`src/inc/wdg_pkg.sv`:
```
/*
  Holds the constants of the watchdog timer: register offsets, field
  positions, reset values, widths and the oscillator timing figures.
  Assumes a 200 MHz system clock and a 32-bit classic Wishbone bus.
*/
package wdg_pkg;

  // ----------------------------------------------------------------------
  // Widths
  // ----------------------------------------------------------------------
  localparam int ADDR_W = 8;
  localparam int DATA_W = 32;
  localparam int SEL_W  = 4;
  localparam int CNT_W  = 24;
  localparam int BYTE_W = 8;
  localparam int DIV_W  = 15;

  // ----------------------------------------------------------------------
  // Timing
  // ----------------------------------------------------------------------
  localparam int CLK_FREQ_KHZ = 200000;
  localparam int RC_FREQ_KHZ  = 10;
  localparam int OSC_DIV_CYC  = CLK_FREQ_KHZ / RC_FREQ_KHZ;

  // ----------------------------------------------------------------------
  // Register offsets (byte addresses)
  // ----------------------------------------------------------------------
  localparam logic [ADDR_W-1:0] OFS_CTRL    = 8'h00;
  localparam logic [ADDR_W-1:0] OFS_REFRESH = 8'h04;
  localparam logic [ADDR_W-1:0] OFS_RLD_U   = 8'h08;
  localparam logic [ADDR_W-1:0] OFS_RLD_H   = 8'h0C;
  localparam logic [ADDR_W-1:0] OFS_RLD_L   = 8'h10;
  localparam logic [ADDR_W-1:0] OFS_COUNT   = 8'h14;
  localparam logic [ADDR_W-1:0] OFS_STATUS  = 8'h18;
  localparam logic [ADDR_W-1:0] OFS_CLEAR   = 8'h1C;
  localparam logic [ADDR_W-1:0] OFS_IRQ_EN  = 8'h20;

  // ----------------------------------------------------------------------
  // Fields
  // ----------------------------------------------------------------------
  localparam int CTRL_W         = 3;
  localparam int CTRL_AO_BIT    = 0;
  localparam int CTRL_RES_BIT   = 1;
  localparam int CTRL_OE_BIT    = 2;
  localparam int ST_W           = 2;
  localparam int ST_TIMEOUT_BIT = 0;
  localparam int ST_STOPREC_BIT = 1;
  localparam int SEL_LOW_BIT    = 0;

  // ----------------------------------------------------------------------
  // Reset values and counter limits
  // ----------------------------------------------------------------------
  localparam logic [CTRL_W-1:0] CTRL_RST  = 3'h0;
  localparam logic [ST_W-1:0]   ST_RST    = 2'h0;
  localparam logic [BYTE_W-1:0] RLD_RST   = 8'hFF;
  localparam logic [CNT_W-1:0]  CNT_RST   = 24'hFF_FFFF;
  localparam logic [CNT_W-1:0]  TERM_CNT  = 24'h00_0001;
  localparam logic [CNT_W-1:0]  LATE_CNT  = 24'h00_0002;
  localparam logic [CNT_W-1:0]  RLD_MIN   = 24'h00_0004;
  localparam logic [CNT_W-1:0]  CNT_STEP  = 24'h00_0001;
  localparam logic [DIV_W-1:0]  DIV_ZERO  = 15'h0000;
  localparam logic [DIV_W-1:0]  DIV_STEP  = 15'h0001;
  localparam logic [DATA_W-1:0] DATA_ZERO = 32'h0000_0000;

endpackage : wdg_pkg

```
`src/rtl/wdg_watchdog_timer.sv`:
```
/*
  Watchdog timer: a 24-bit retriggerable down-counter clocked by a
  10 kHz oscillator tick derived from the system clock, with a classic
  Wishbone register slave, sticky event status and a level interrupt.
  Assumes a 200 MHz clock, a synchronous stop_mode level from the power
  controller, and a reset controller that acts on chip_reset_req.
*/
// The register offsets and the Wishbone slave port were left to the implementer.
`timescale 1ns/1ps

// Contract
// - Retriggerable one-shot; terminal count resets chip or interrupts.
// - Counter steps on a dedicated 10 kHz oscillator, not the bus clock; here the tick is divided down from clk.
// - Only off and on; once on it counts until refresh or expiry.
// - Refresh command or always-on option bit turns the watchdog on.
// - 24-bit down-counter reloads from upper, high and low reload bytes.
// - Nominal time-out in ms equals reload value divided by 10.
// - Refresh ignored once the count has reached 000002H.
// - Reset-on-timeout option picks chip reset or interrupt on expiry.
// - In stop mode expiry starts stop-mode recovery, not a system reset.
// - Oscillator signal is an alternate output function on a port pin.
module wdg_watchdog_timer #(
  parameter int OSC_DIV = wdg_pkg::OSC_DIV_CYC
) (
  input  wire logic                        clk,
  input  wire logic                        sys_rst,
  input  wire logic                        ce,
  input  wire logic                        wb_cyc,
  input  wire logic                        wb_stb,
  input  wire logic                        wb_we,
  input  wire logic [wdg_pkg::ADDR_W-1:0]  wb_adr,
  input  wire logic [wdg_pkg::SEL_W-1:0]   wb_sel,
  input  wire logic [wdg_pkg::DATA_W-1:0]  wb_dat_w,
  output logic      [wdg_pkg::DATA_W-1:0]  wb_dat_r,
  output logic                             wb_ack,
  input  wire logic                        stop_mode,
  output logic                             chip_reset_req,
  output logic                             stop_recovery,
  output logic                             irq,
  output logic                             rc_osc_out_pin,
  output logic                             rc_osc_out_oe
);
  import wdg_pkg::*;

  // ----------------------------------------------------------------------
  // Declarations
  // ----------------------------------------------------------------------
  localparam logic [DIV_W-1:0] DIV_LAST = DIV_W'(OSC_DIV - 1);
  localparam logic [DIV_W-1:0] DIV_HALF = DIV_W'(OSC_DIV / 2 - 1);

  logic                ack_q;
  logic [DATA_W-1:0]   dat_q;
  logic [CTRL_W-1:0]   ctrl_q;
  logic [BYTE_W-1:0]   rld_u_q;
  logic [BYTE_W-1:0]   rld_h_q;
  logic [BYTE_W-1:0]   rld_l_q;
  logic [ST_W-1:0]     st_q;
  logic [ST_W-1:0]     st_d;
  logic [ST_W-1:0]     en_q;
  logic [DIV_W-1:0]    div_q;
  logic [DIV_W-1:0]    div_d;
  logic                rc_q;
  logic                on_q;
  logic [CNT_W-1:0]    cnt_q;
  logic [CNT_W-1:0]    cnt_d;
  logic                rst_req_q;
  logic                stop_rec_q;

  wire                 req;
  wire                 wr_commit;
  wire                 hit_ctrl;
  wire                 hit_refresh;
  wire                 hit_rld_u;
  wire                 hit_rld_h;
  wire                 hit_rld_l;
  wire                 hit_count;
  wire                 hit_status;
  wire                 hit_clear;
  wire                 hit_irq_en;
  wire [DATA_W-1:0]    rdata;
  wire [CNT_W-1:0]     reload;
  wire                 opt_ao;
  wire                 opt_res;
  wire                 tick;
  wire                 refresh_req;
  wire                 refresh_ok;
  wire                 on_d;
  wire                 expire;
  wire [ST_W-1:0]      st_set;
  wire [ST_W-1:0]      st_clr;

  // ----------------------------------------------------------------------
  // Wishbone decode
  // ----------------------------------------------------------------------
  // A write takes effect on the edge that ends the ack cycle, one edge after ack rises.
  assign req         = wb_cyc & wb_stb;
  assign wr_commit   = ce & req & wb_we & ack_q & wb_sel[SEL_LOW_BIT];
  assign hit_ctrl    = (wb_adr == OFS_CTRL);
  assign hit_refresh = (wb_adr == OFS_REFRESH);
  assign hit_rld_u   = (wb_adr == OFS_RLD_U);
  assign hit_rld_h   = (wb_adr == OFS_RLD_H);
  assign hit_rld_l   = (wb_adr == OFS_RLD_L);
  assign hit_count   = (wb_adr == OFS_COUNT);
  assign hit_status  = (wb_adr == OFS_STATUS);
  assign hit_clear   = (wb_adr == OFS_CLEAR);
  assign hit_irq_en  = (wb_adr == OFS_IRQ_EN);

  // Unmapped and write-only addresses read as zero.
  assign rdata =
    hit_ctrl   ? {{(DATA_W-CTRL_W){1'b0}}, ctrl_q}  :
    hit_rld_u  ? {{(DATA_W-BYTE_W){1'b0}}, rld_u_q} :
    hit_rld_h  ? {{(DATA_W-BYTE_W){1'b0}}, rld_h_q} :
    hit_rld_l  ? {{(DATA_W-BYTE_W){1'b0}}, rld_l_q} :
    hit_count  ? {{(DATA_W-CNT_W){1'b0}}, cnt_q}    :
    hit_status ? {{(DATA_W-ST_W){1'b0}}, st_q}      :
    hit_irq_en ? {{(DATA_W-ST_W){1'b0}}, en_q}      :
    DATA_ZERO;

  assign wb_ack   = ack_q;
  assign wb_dat_r = dat_q;

  always_ff @(posedge clk or posedge sys_rst)
  begin
    if (sys_rst)
    begin
      ack_q <= 1'b0;
      dat_q <= DATA_ZERO;
    end
    else if (ce)
    begin
      ack_q <= req & ~ack_q;
      if (req & ~ack_q)
      begin
        dat_q <= rdata;
      end
    end
  end

  // ----------------------------------------------------------------------
  // Software registers
  // ----------------------------------------------------------------------
  always_ff @(posedge clk or posedge sys_rst)
  begin
    if (sys_rst)
    begin
      ctrl_q  <= CTRL_RST;
      rld_u_q <= RLD_RST;
      rld_h_q <= RLD_RST;
      rld_l_q <= RLD_RST;
      en_q    <= ST_RST;
    end
    else if (wr_commit)
    begin
      if (hit_ctrl)   ctrl_q  <= wb_dat_w[CTRL_W-1:0];
      if (hit_rld_u)  rld_u_q <= wb_dat_w[BYTE_W-1:0];
      if (hit_rld_h)  rld_h_q <= wb_dat_w[BYTE_W-1:0];
      if (hit_rld_l)  rld_l_q <= wb_dat_w[BYTE_W-1:0];
      if (hit_irq_en) en_q    <= wb_dat_w[ST_W-1:0];
    end
  end

  assign reload  = {rld_u_q, rld_h_q, rld_l_q};
  assign opt_ao  = ctrl_q[CTRL_AO_BIT];
  assign opt_res = ctrl_q[CTRL_RES_BIT];

  // ----------------------------------------------------------------------
  // Oscillator tick
  // ----------------------------------------------------------------------
  // One tick per oscillator period; the square wave toggles twice per period.
  assign tick  = ce & (div_q == DIV_LAST);
  assign div_d = (div_q == DIV_LAST) ? DIV_ZERO : div_q + DIV_STEP;

  always_ff @(posedge clk or posedge sys_rst)
  begin
    if (sys_rst)
    begin
      div_q <= DIV_ZERO;
      rc_q  <= 1'b0;
    end
    else if (ce)
    begin
      div_q <= div_d;
      if ((div_q == DIV_LAST) || (div_q == DIV_HALF))
      begin
        rc_q <= ~rc_q;
      end
    end
  end

  assign rc_osc_out_pin = rc_q;
  assign rc_osc_out_oe  = ctrl_q[CTRL_OE_BIT];

  // ----------------------------------------------------------------------
  // Countdown
  // ----------------------------------------------------------------------
  // Refreshes at or below the late limit are dropped so expiry is certain.
  assign refresh_req = wr_commit & hit_refresh;
  assign refresh_ok  = refresh_req & (~on_q | (cnt_q > LATE_CNT));
  assign on_d        = on_q | opt_ao | refresh_req;
  assign expire      = on_q & tick & (cnt_q <= TERM_CNT);

  // While off the counter tracks the reload value, so turning on loads it.
  always_comb
  begin
    if (~on_q)
      cnt_d = reload;
    else if (refresh_ok)
      cnt_d = reload;
    else if (expire)
      cnt_d = reload;
    else if (tick)
      cnt_d = cnt_q - CNT_STEP;
    else
      cnt_d = cnt_q;
  end

  always_ff @(posedge clk or posedge sys_rst)
  begin
    if (sys_rst)
    begin
      on_q  <= 1'b0;
      cnt_q <= CNT_RST;
    end
    else if (ce)
    begin
      on_q  <= on_d;
      cnt_q <= cnt_d;
    end
  end

  // ----------------------------------------------------------------------
  // Expiry response and interrupt
  // ----------------------------------------------------------------------
  assign st_set[ST_TIMEOUT_BIT] = expire & ~stop_mode & ~opt_res;
  assign st_set[ST_STOPREC_BIT] = expire & stop_mode;
  assign st_clr = (wr_commit & hit_clear) ? wb_dat_w[ST_W-1:0] : ST_RST;
  // A new event outranks a clear written in the same cycle.
  assign st_d   = (st_q & ~st_clr) | st_set;

  always_ff @(posedge clk or posedge sys_rst)
  begin
    if (sys_rst)
    begin
      st_q       <= ST_RST;
      rst_req_q  <= 1'b0;
      stop_rec_q <= 1'b0;
    end
    else if (ce)
    begin
      st_q       <= st_d;
      rst_req_q  <= expire & ~stop_mode & opt_res;
      stop_rec_q <= expire & stop_mode;
    end
  end

  assign chip_reset_req = rst_req_q;
  assign stop_recovery  = stop_rec_q;
  assign irq            = |(st_q & en_q);
endmodule : wdg_watchdog_timer

```
`config.mk`:
```
export PLATFORM = sky130hd
export DESIGN_NAME = wdg_watchdog_timer
export DESIGN_NICKNAME = d
export VERILOG_FILES = /design/src/inc/wdg_pkg.sv /design/src/rtl/wdg_watchdog_timer.sv
export SDC_FILE = /design/constraint.sdc
export NUM_CORES = 1
export LEC_CHECK = 0
export BUFFER_PORTS_ARGS = -buffer_cell sky130_fd_sc_hd__buf_2
export CORE_UTILIZATION = 51
export CTS_CLUSTER_SIZE = 24
export DETAILED_ROUTE_END_ITERATION = 10
export PLACE_DENSITY = 0.8
export SLEW_MARGIN = 20
export SYNTH_ARGS = -nofsm -noshare
export SYNTH_HDL_FRONTEND = slang
export SYNTH_SLANG_ARGS = --single-unit
```
`constraint.sdc`:
```
create_clock -name clk -period 3.4 [get_ports clk]
set_clock_uncertainty 0.1 [all_clocks]
set_input_delay 0 -clock clk [delete_from_list [all_inputs] [get_ports clk]]
set_output_delay 0 -clock clk [all_outputs]
set_load 0.02 [all_outputs]
```
# Yosys cells after proc, flatten, opt, wreduce, memory -nomap -nowiden
# Index checks and enable logic that the tools add are counted.
# Widths: inputs -> output; s select.
[totals]
reg_bits = 107
in_bits = 51
output_inout_bits = 38
word_cells = 81
[op_classes]
add_sub_neg = 2
n_lt_le_gt_ge = 2
eq_ne = 11
muxes = 13
bitwise = 28
reduce_logical = 11
[ops]
columns = ["op", "count"]
rows = [
  ["$mux 24", 9],
  ["$eq 8x5->1 const B", 4],
  ["$gt 24x2->1 const B", 1],
  ["$le 24x1->1 const B", 1],
  ["$sub 24x1->24 const B", 1],
  ["$and 1x1->1", 16],
  ["$eq 8x4->1 const B", 2],
  ["$reduce_and 2->1", 8],
  ["$add 15x1->15 const B", 1],
  ["$eq 15x14->1 const B", 1],
  ["$eq 15x15->1 const B", 1],
  ["$mux 15", 1],
  ["$eq 8x3->1 const B", 1],
  ["$eq 8x6->1 const B", 1],
  ["$logic_not 8->1", 1],
  ["$mux 2", 3],
  ["$not 1->1", 5],
  ["$and 2x2->2", 2],
  ["$ne 4x1->1 const B", 1],
  ["$or 1x1->1", 3],
  ["$not 2->2", 1],
  ["$or 2x2->2", 1],
  ["$reduce_or 2->1", 1],
  ["$logic_or 1x1->1", 1],
]

# Depth between registers and ports, before layout
[logic_depth]
ltp_word = 10
ltp_mapped = 10
depth_no_buf = 8

# Worst setup path after synthesis
# Ideal clock, no wire load.
[synth_timing]
path_type = "register to register"
start = "register div_q[5]"
end = "register cnt_q[19]"
setup_ps = 74
arrival_ps = 2352
required_ps = 3226
path_slack_ps = 875
path_stages_with_launch = 9
n_path_buf = 2
period_less_slack_ps = 2525
cell_sequence = "dfrtp_1 > nor4_1 > and4_1 > buf_2 > nor4b_2 > nor2_1 > buf_2 > mux2i_1 > o2bb2ai_1"
[synth_between]
elab_chain_cells = 7
word_cells_on_any_way = 9
classes_between = "2 x eq/ne; 3 x mux; 3 x bitwise; 1 x reduce/logical"
[synth_rtl]
columns = ["element", "line_no", "text"]
rows = [
  ["start: declaration", "wdg_watchdog_timer.sv:60", "logic [DIV_W-1:0] div_q;"],
  ["start signal: assignment", "wdg_watchdog_timer.sv:182", "div_q <= div_d;"],
  ["$eq 15x15->1 (*)", "wdg_watchdog_timer.sv:170", "assign tick = ce & (div_q == DIV_LAST);"],
  ["$and 1x1->1 (*)", "wdg_watchdog_timer.sv:170", ""],
  ["$and 1x1->1 (2 in series)", "wdg_watchdog_timer.sv:200", "assign expire = on_q & tick & (cnt_q <= TERM_CNT);"],
  ["$mux 24", "wdg_watchdog_timer.sv:209", "else if (expire)"],
  ["$mux 24", "wdg_watchdog_timer.sv:207", "else if (refresh_ok)"],
  ["$mux 24", "wdg_watchdog_timer.sv:205", "if (~on_q)"],
  ["end signal: assignment", "wdg_watchdog_timer.sv:227", "cnt_q <= cnt_d;"],
  ["end: declaration", "wdg_watchdog_timer.sv:64", "logic [CNT_W-1:0] cnt_q;"],
]
# Every way passes the cells marked *; elsewhere a longest branch is shown, timed or not.
# A chain may end at the register's enable or synchronous reset.

# Final worst setup path
[layout_timing]
start = "register cnt_q[12]"
end = "register cnt_q[12]"
[layout_between]
elab_chain_cells = 5
word_cells_on_any_way = 12
classes_between = "1 x add/sub; 2 x order compare; 1 x eq/ne; 4 x mux; 3 x bitwise; 1 x reduce/logical"
[layout_rtl]
columns = ["element", "line_no", "text"]
rows = [
  ["$gt 24x2->1, or another cell as far along", "wdg_watchdog_timer.sv:198", "assign refresh_ok = refresh_req & (~on_q | (cnt_q > LATE_CNT));"],
  ["$or 1x1->1, or another cell as far along", "wdg_watchdog_timer.sv:198", ""],
  ["$and 1x1->1 / $mux 24 (equally long branches)", "wdg_watchdog_timer.sv:198, wdg_watchdog_timer.sv:209", ""],
  ["$ne 4x1->1 (no source line) / $mux 24 (equally long branches)", "n/a", ""],
  ["$reduce_and 2->1 (no source line) / $mux 24 (equally long branches)", "n/a", ""],
]
# Several ways; a longest one is shown, not always the timed one. The select of a mux whose other input is x is not followed.

==> summary.md <==
| Metric | Value |
|---|---|
| Final setup margin | `0.419 ns` |
| Synth cell count leaders | `dfrtp_1 (51), dfstp_2 (48), o21ai_0 (30)` |
| Post-CTS Setup Bufs | `0` |
| Layout cell share with drive strength beyond 1 | `29.1%` |
| Largest family of logic cells by synthesized area | `compound AO/OA/AOI/OAI gates` |
| I/O Pins | `89` |
| Area of the core | `9820 um^2` |
| Tcrit/Tclk final | `87.7%` |
| Crit-path max cell delay | `0.79 ns` |
| Vias | `4180` |
| Avg WL per Cell | `17.4 um` |
| Post-Synth Simple-Gate Area | `15.4%` |
| Pin count of the biggest net entering global routing | `48` |
| Compound-Gate Fraction of Synth Area | `15.7%` |
| Setup violators final | `0` |
| Ys async rst share | `100%` |
| Static leakage | `2.62 nW` |
| Sum Neg Setup Slack | `0 ns` |
| CTS Buffer Depth | `2` |
| Endpoints failing hold | `0` |
| DRT Wirelength | `12.2 mm` |
| Drt first pass iters | `5` |
| Initial Util | `52.7%` |
| Worst slack, placed | `0.523 ns` |
| Initial antenna violation count | `0` |
| Xor/xnor cell area share of the yosys netlist | `2.20%` |
| GP Congestion | `0.937` |
| Detailed placement HPWL | `8.59 mm` |
| Vias in the first global route | `4018` |
| Crit. End Element | `register` |
| Cell Chain, Critical Path | `nor4_1, and4_1, a32oi_4, a21oi_2, buf_4, a21oi_1, o22ai_1` |
| Root Driver | `clkbuf_8` |
| P&R area growth vs syn | `13.7%` |
| Row count | `36` |
| H-tree Lvls | `3` |
| Cell area after layout | `5890 um^2` |
| Congestion Overflow GR | `0` |
| CP arrival | `3.18 ns` |
| Mean Syn Cell Area | `10.4 um^2` |
| Gr usage total | `25.0%` |
| Port bufs | `53` |
| Dpl cells | `666` |
| Distinct cells, synth | `53` |
| Reg2reg end | `cnt_q[12]` |
| First-pass GRT wire length | `20.2 mm` |
| Placed Area | `5550 um^2` |
| N_diodes | `0` |
| # clock sinks | `99` |
| Most frequent cell after synthesis | `dfrtp_1` |
| Die Ht | `103 um` |
| Synth Flop Type | `dfrtp_1` |
| Post-layout net count | `614` |
| Die X | `103 um` |
| Number of synthesized register bits | `99` |
| DRC errors left | `0` |
| # resized after CTS | `0` |
| Sequential share of the synthesized area | `49.0%` |
| Hold wc startpoint | `wb_adr[6]` |
| Post-synth top area share | `24.6%` |
| DR vias/cell | `6.00` |
| Synthesis Warnings | `0` |
| Cells on Worst Hold Path | `4` |
| Worst-case reg-to-reg path depth | `7` |
| Fin cells | `697` |
| Critical register-to-register path startpoint | `cnt_q[12]` |
| Worst Hold End | `wb_dat_r[0]` |
| Post-synthesis mux area share | `11.9%` |
| Fill count | `854` |
| Actual slew at the worst max-slew pin | `0.977 ns` |
| ANT nets after route | `0` |
| CP delay by family, top | `compound AO/OA/AOI/OAI gates` |
| Adder-Cell Fraction of Synth Area | `0.966%` |
| CP max-delay cell | `a21oi_2` |
| Crit Path Category | `register to register` |
| R2r setup slk | `0.42 ns` |
| RSZ-0062 raised after global routing | `false` |
| TritonCTS Buffers | `9` |
| CP Max Fanout | `21` |
| Buffers and inverters on the worst path | `1` |
| PD cells | `503 nW/um^2` |
| Cell count after synthesis | `496` |
| EDFF count, synth | `0` |
| Max-cap check violation count | `0` |
| CP Launch Type | `register` |
| Fmax | `335 MHz` |
| CP Data Required Time | `3.60 ns` |
| Slew headroom | `34.6%` |
| Post-CTS Hold Buffers | `15` |
| Final Max Slew Viols | `0` |
| Synth top area cells | `dfrtp_1 (25%), dfstp_2 (24%), mux2_2 (6.3%), mux2i_1 (5.6%), a22o_1 (3.0%)` |
| Synth Cell Area | `5180 um^2` |
| CTS tree | `done` |
| Tmin final | `2.98 ns` |
| Worst-path clk slew | `0.09 ns` |
| Clk_lat worst skew | `0.38 ns` |
| Worst vdd ir | `0.204 mV` |
| Status | `completed` |
| Die ar. | `10600 um^2` |
| Worst hold path type | `input pin to register` |
| Synth area leader | `dfrtp_1` |
| DRT iter0 DRCs | `306` |
==> cell families (layout without fill, tap and decap cells) <==
logic type	after synthesis	count (layout)
AND/OR/NAND/NOR	150	150
AO/OA/AOI/OAI	116	116
flip-flops	99	99
multiplexers	58	58
buffers and inverters	55	116
XOR/XNOR	13	13
adder cells (fa/ha/maj)	4	4
other	1	8
==> registers in the layout, summed over array words and instances, names as in the netlist <==
register and cells:
div_q 15, en_q 2, wb_dat_r 24, cnt_q 24
st_q 2, on_q 1, rld_l_q 8, rld_h_q 8
chip_reset_req 1, ctrl_q 3, rld_u_q 8, stop_recovery 1
wb_ack 1, rc_osc_out_pin 1
==> final cells by class <==
type | count | area [um^2] | share of cell area, %
flip-flops and latches | 99 | 2540 | 43.1
inverters | 22 | 83.8 | 1.42
multi-input cells | 349 | 2420 | 41.2
clock inverters | 2 | 10.0 | 0.170
well taps | 133 | 166 | 2.83
clock buffers | 14 | 174 | 2.95
repair buffers | 78 | 490 | 8.33
==> worst register-to-register path: cells and delay by family, from the launching register on <==
family,cells,cell delay [ns]
buffers and inverters,1,0.30
AOI/OAI and AO/OA,4,1.22
and+or+nand+nor,2,0.89
DFF,1,0.40
==> worst max path at each step <==
stage	from	slack (ns)	end	depth (start not counted)
after floorplan	sys_rst	0.79	chip_reset_req	1
after global placement	cnt_q[12]	0.61	cnt_q[12]	7
after detailed placement	cnt_q[12]	0.52	cnt_q[12]	7
after CTS	cnt_q[12]	0.47	cnt_q[12]	7
after global routing	div_q[8]	0.20	cnt_q[8]	7
final	cnt_q[12]	0.42	cnt_q[12]	7
==> power by group <==
group,leakage (nW),switching [mW],internal [mW],total [mW]
logic,1.34,0.421,0.289,0.710
registers,1.18,0.169,1.36,1.53
clock network,0.0956,0.394,0.330,0.724
total,2.62,0.984,1.98,2.96
==> layer usage <==
layer	GRT usage (%)	up-vias	routed length [um]
met5	0	-	0
met4	11.4	0	270
met3	3.86	26	589
met2	39.0	164	5680
met1	34.7	2058	5620
li1	-	1932	-
==> per-stage QoR <==
stage	util (%)	hold WS (ns)	power, mW
global route	59.9	0.0728	3.11
CTS	59.9	0.0286	2.96
detailed placement	56.5	0.0623	2.23
floorplan	-	0.0186	2.03
global placement	56.5	0.0530	2.19
finish	59.9	0.0470	2.96
==> placed cells by master (no fill, tap or decap), drive strengths merged, types with 3 or more instances in the layout <==
cell type / instances
mux2: 29
inv: 21
nor4: 8
o21a: 6
dfstp: 48
nand3: 17
or4: 6
nand2: 28
dfrtp: 51
a22oi: 3
a21oi: 20
clkinv: 3
o22ai: 9
nand2b: 7
mux2i: 29
nor2: 28
or3: 3
a22o: 18
dlygate4sd3: 15
nor3: 25
buf: 63
o21ai: 32
or2: 4
o211ai: 4
xor2: 8
o221ai: 5
xnor2: 5
clkbuf: 14
conb: 8
and3: 5
nand4: 5
nor4b: 3
o2bb2ai: 12
ha: 4
and4: 3
No activity file was read; power rests on OpenSTA's default activity.
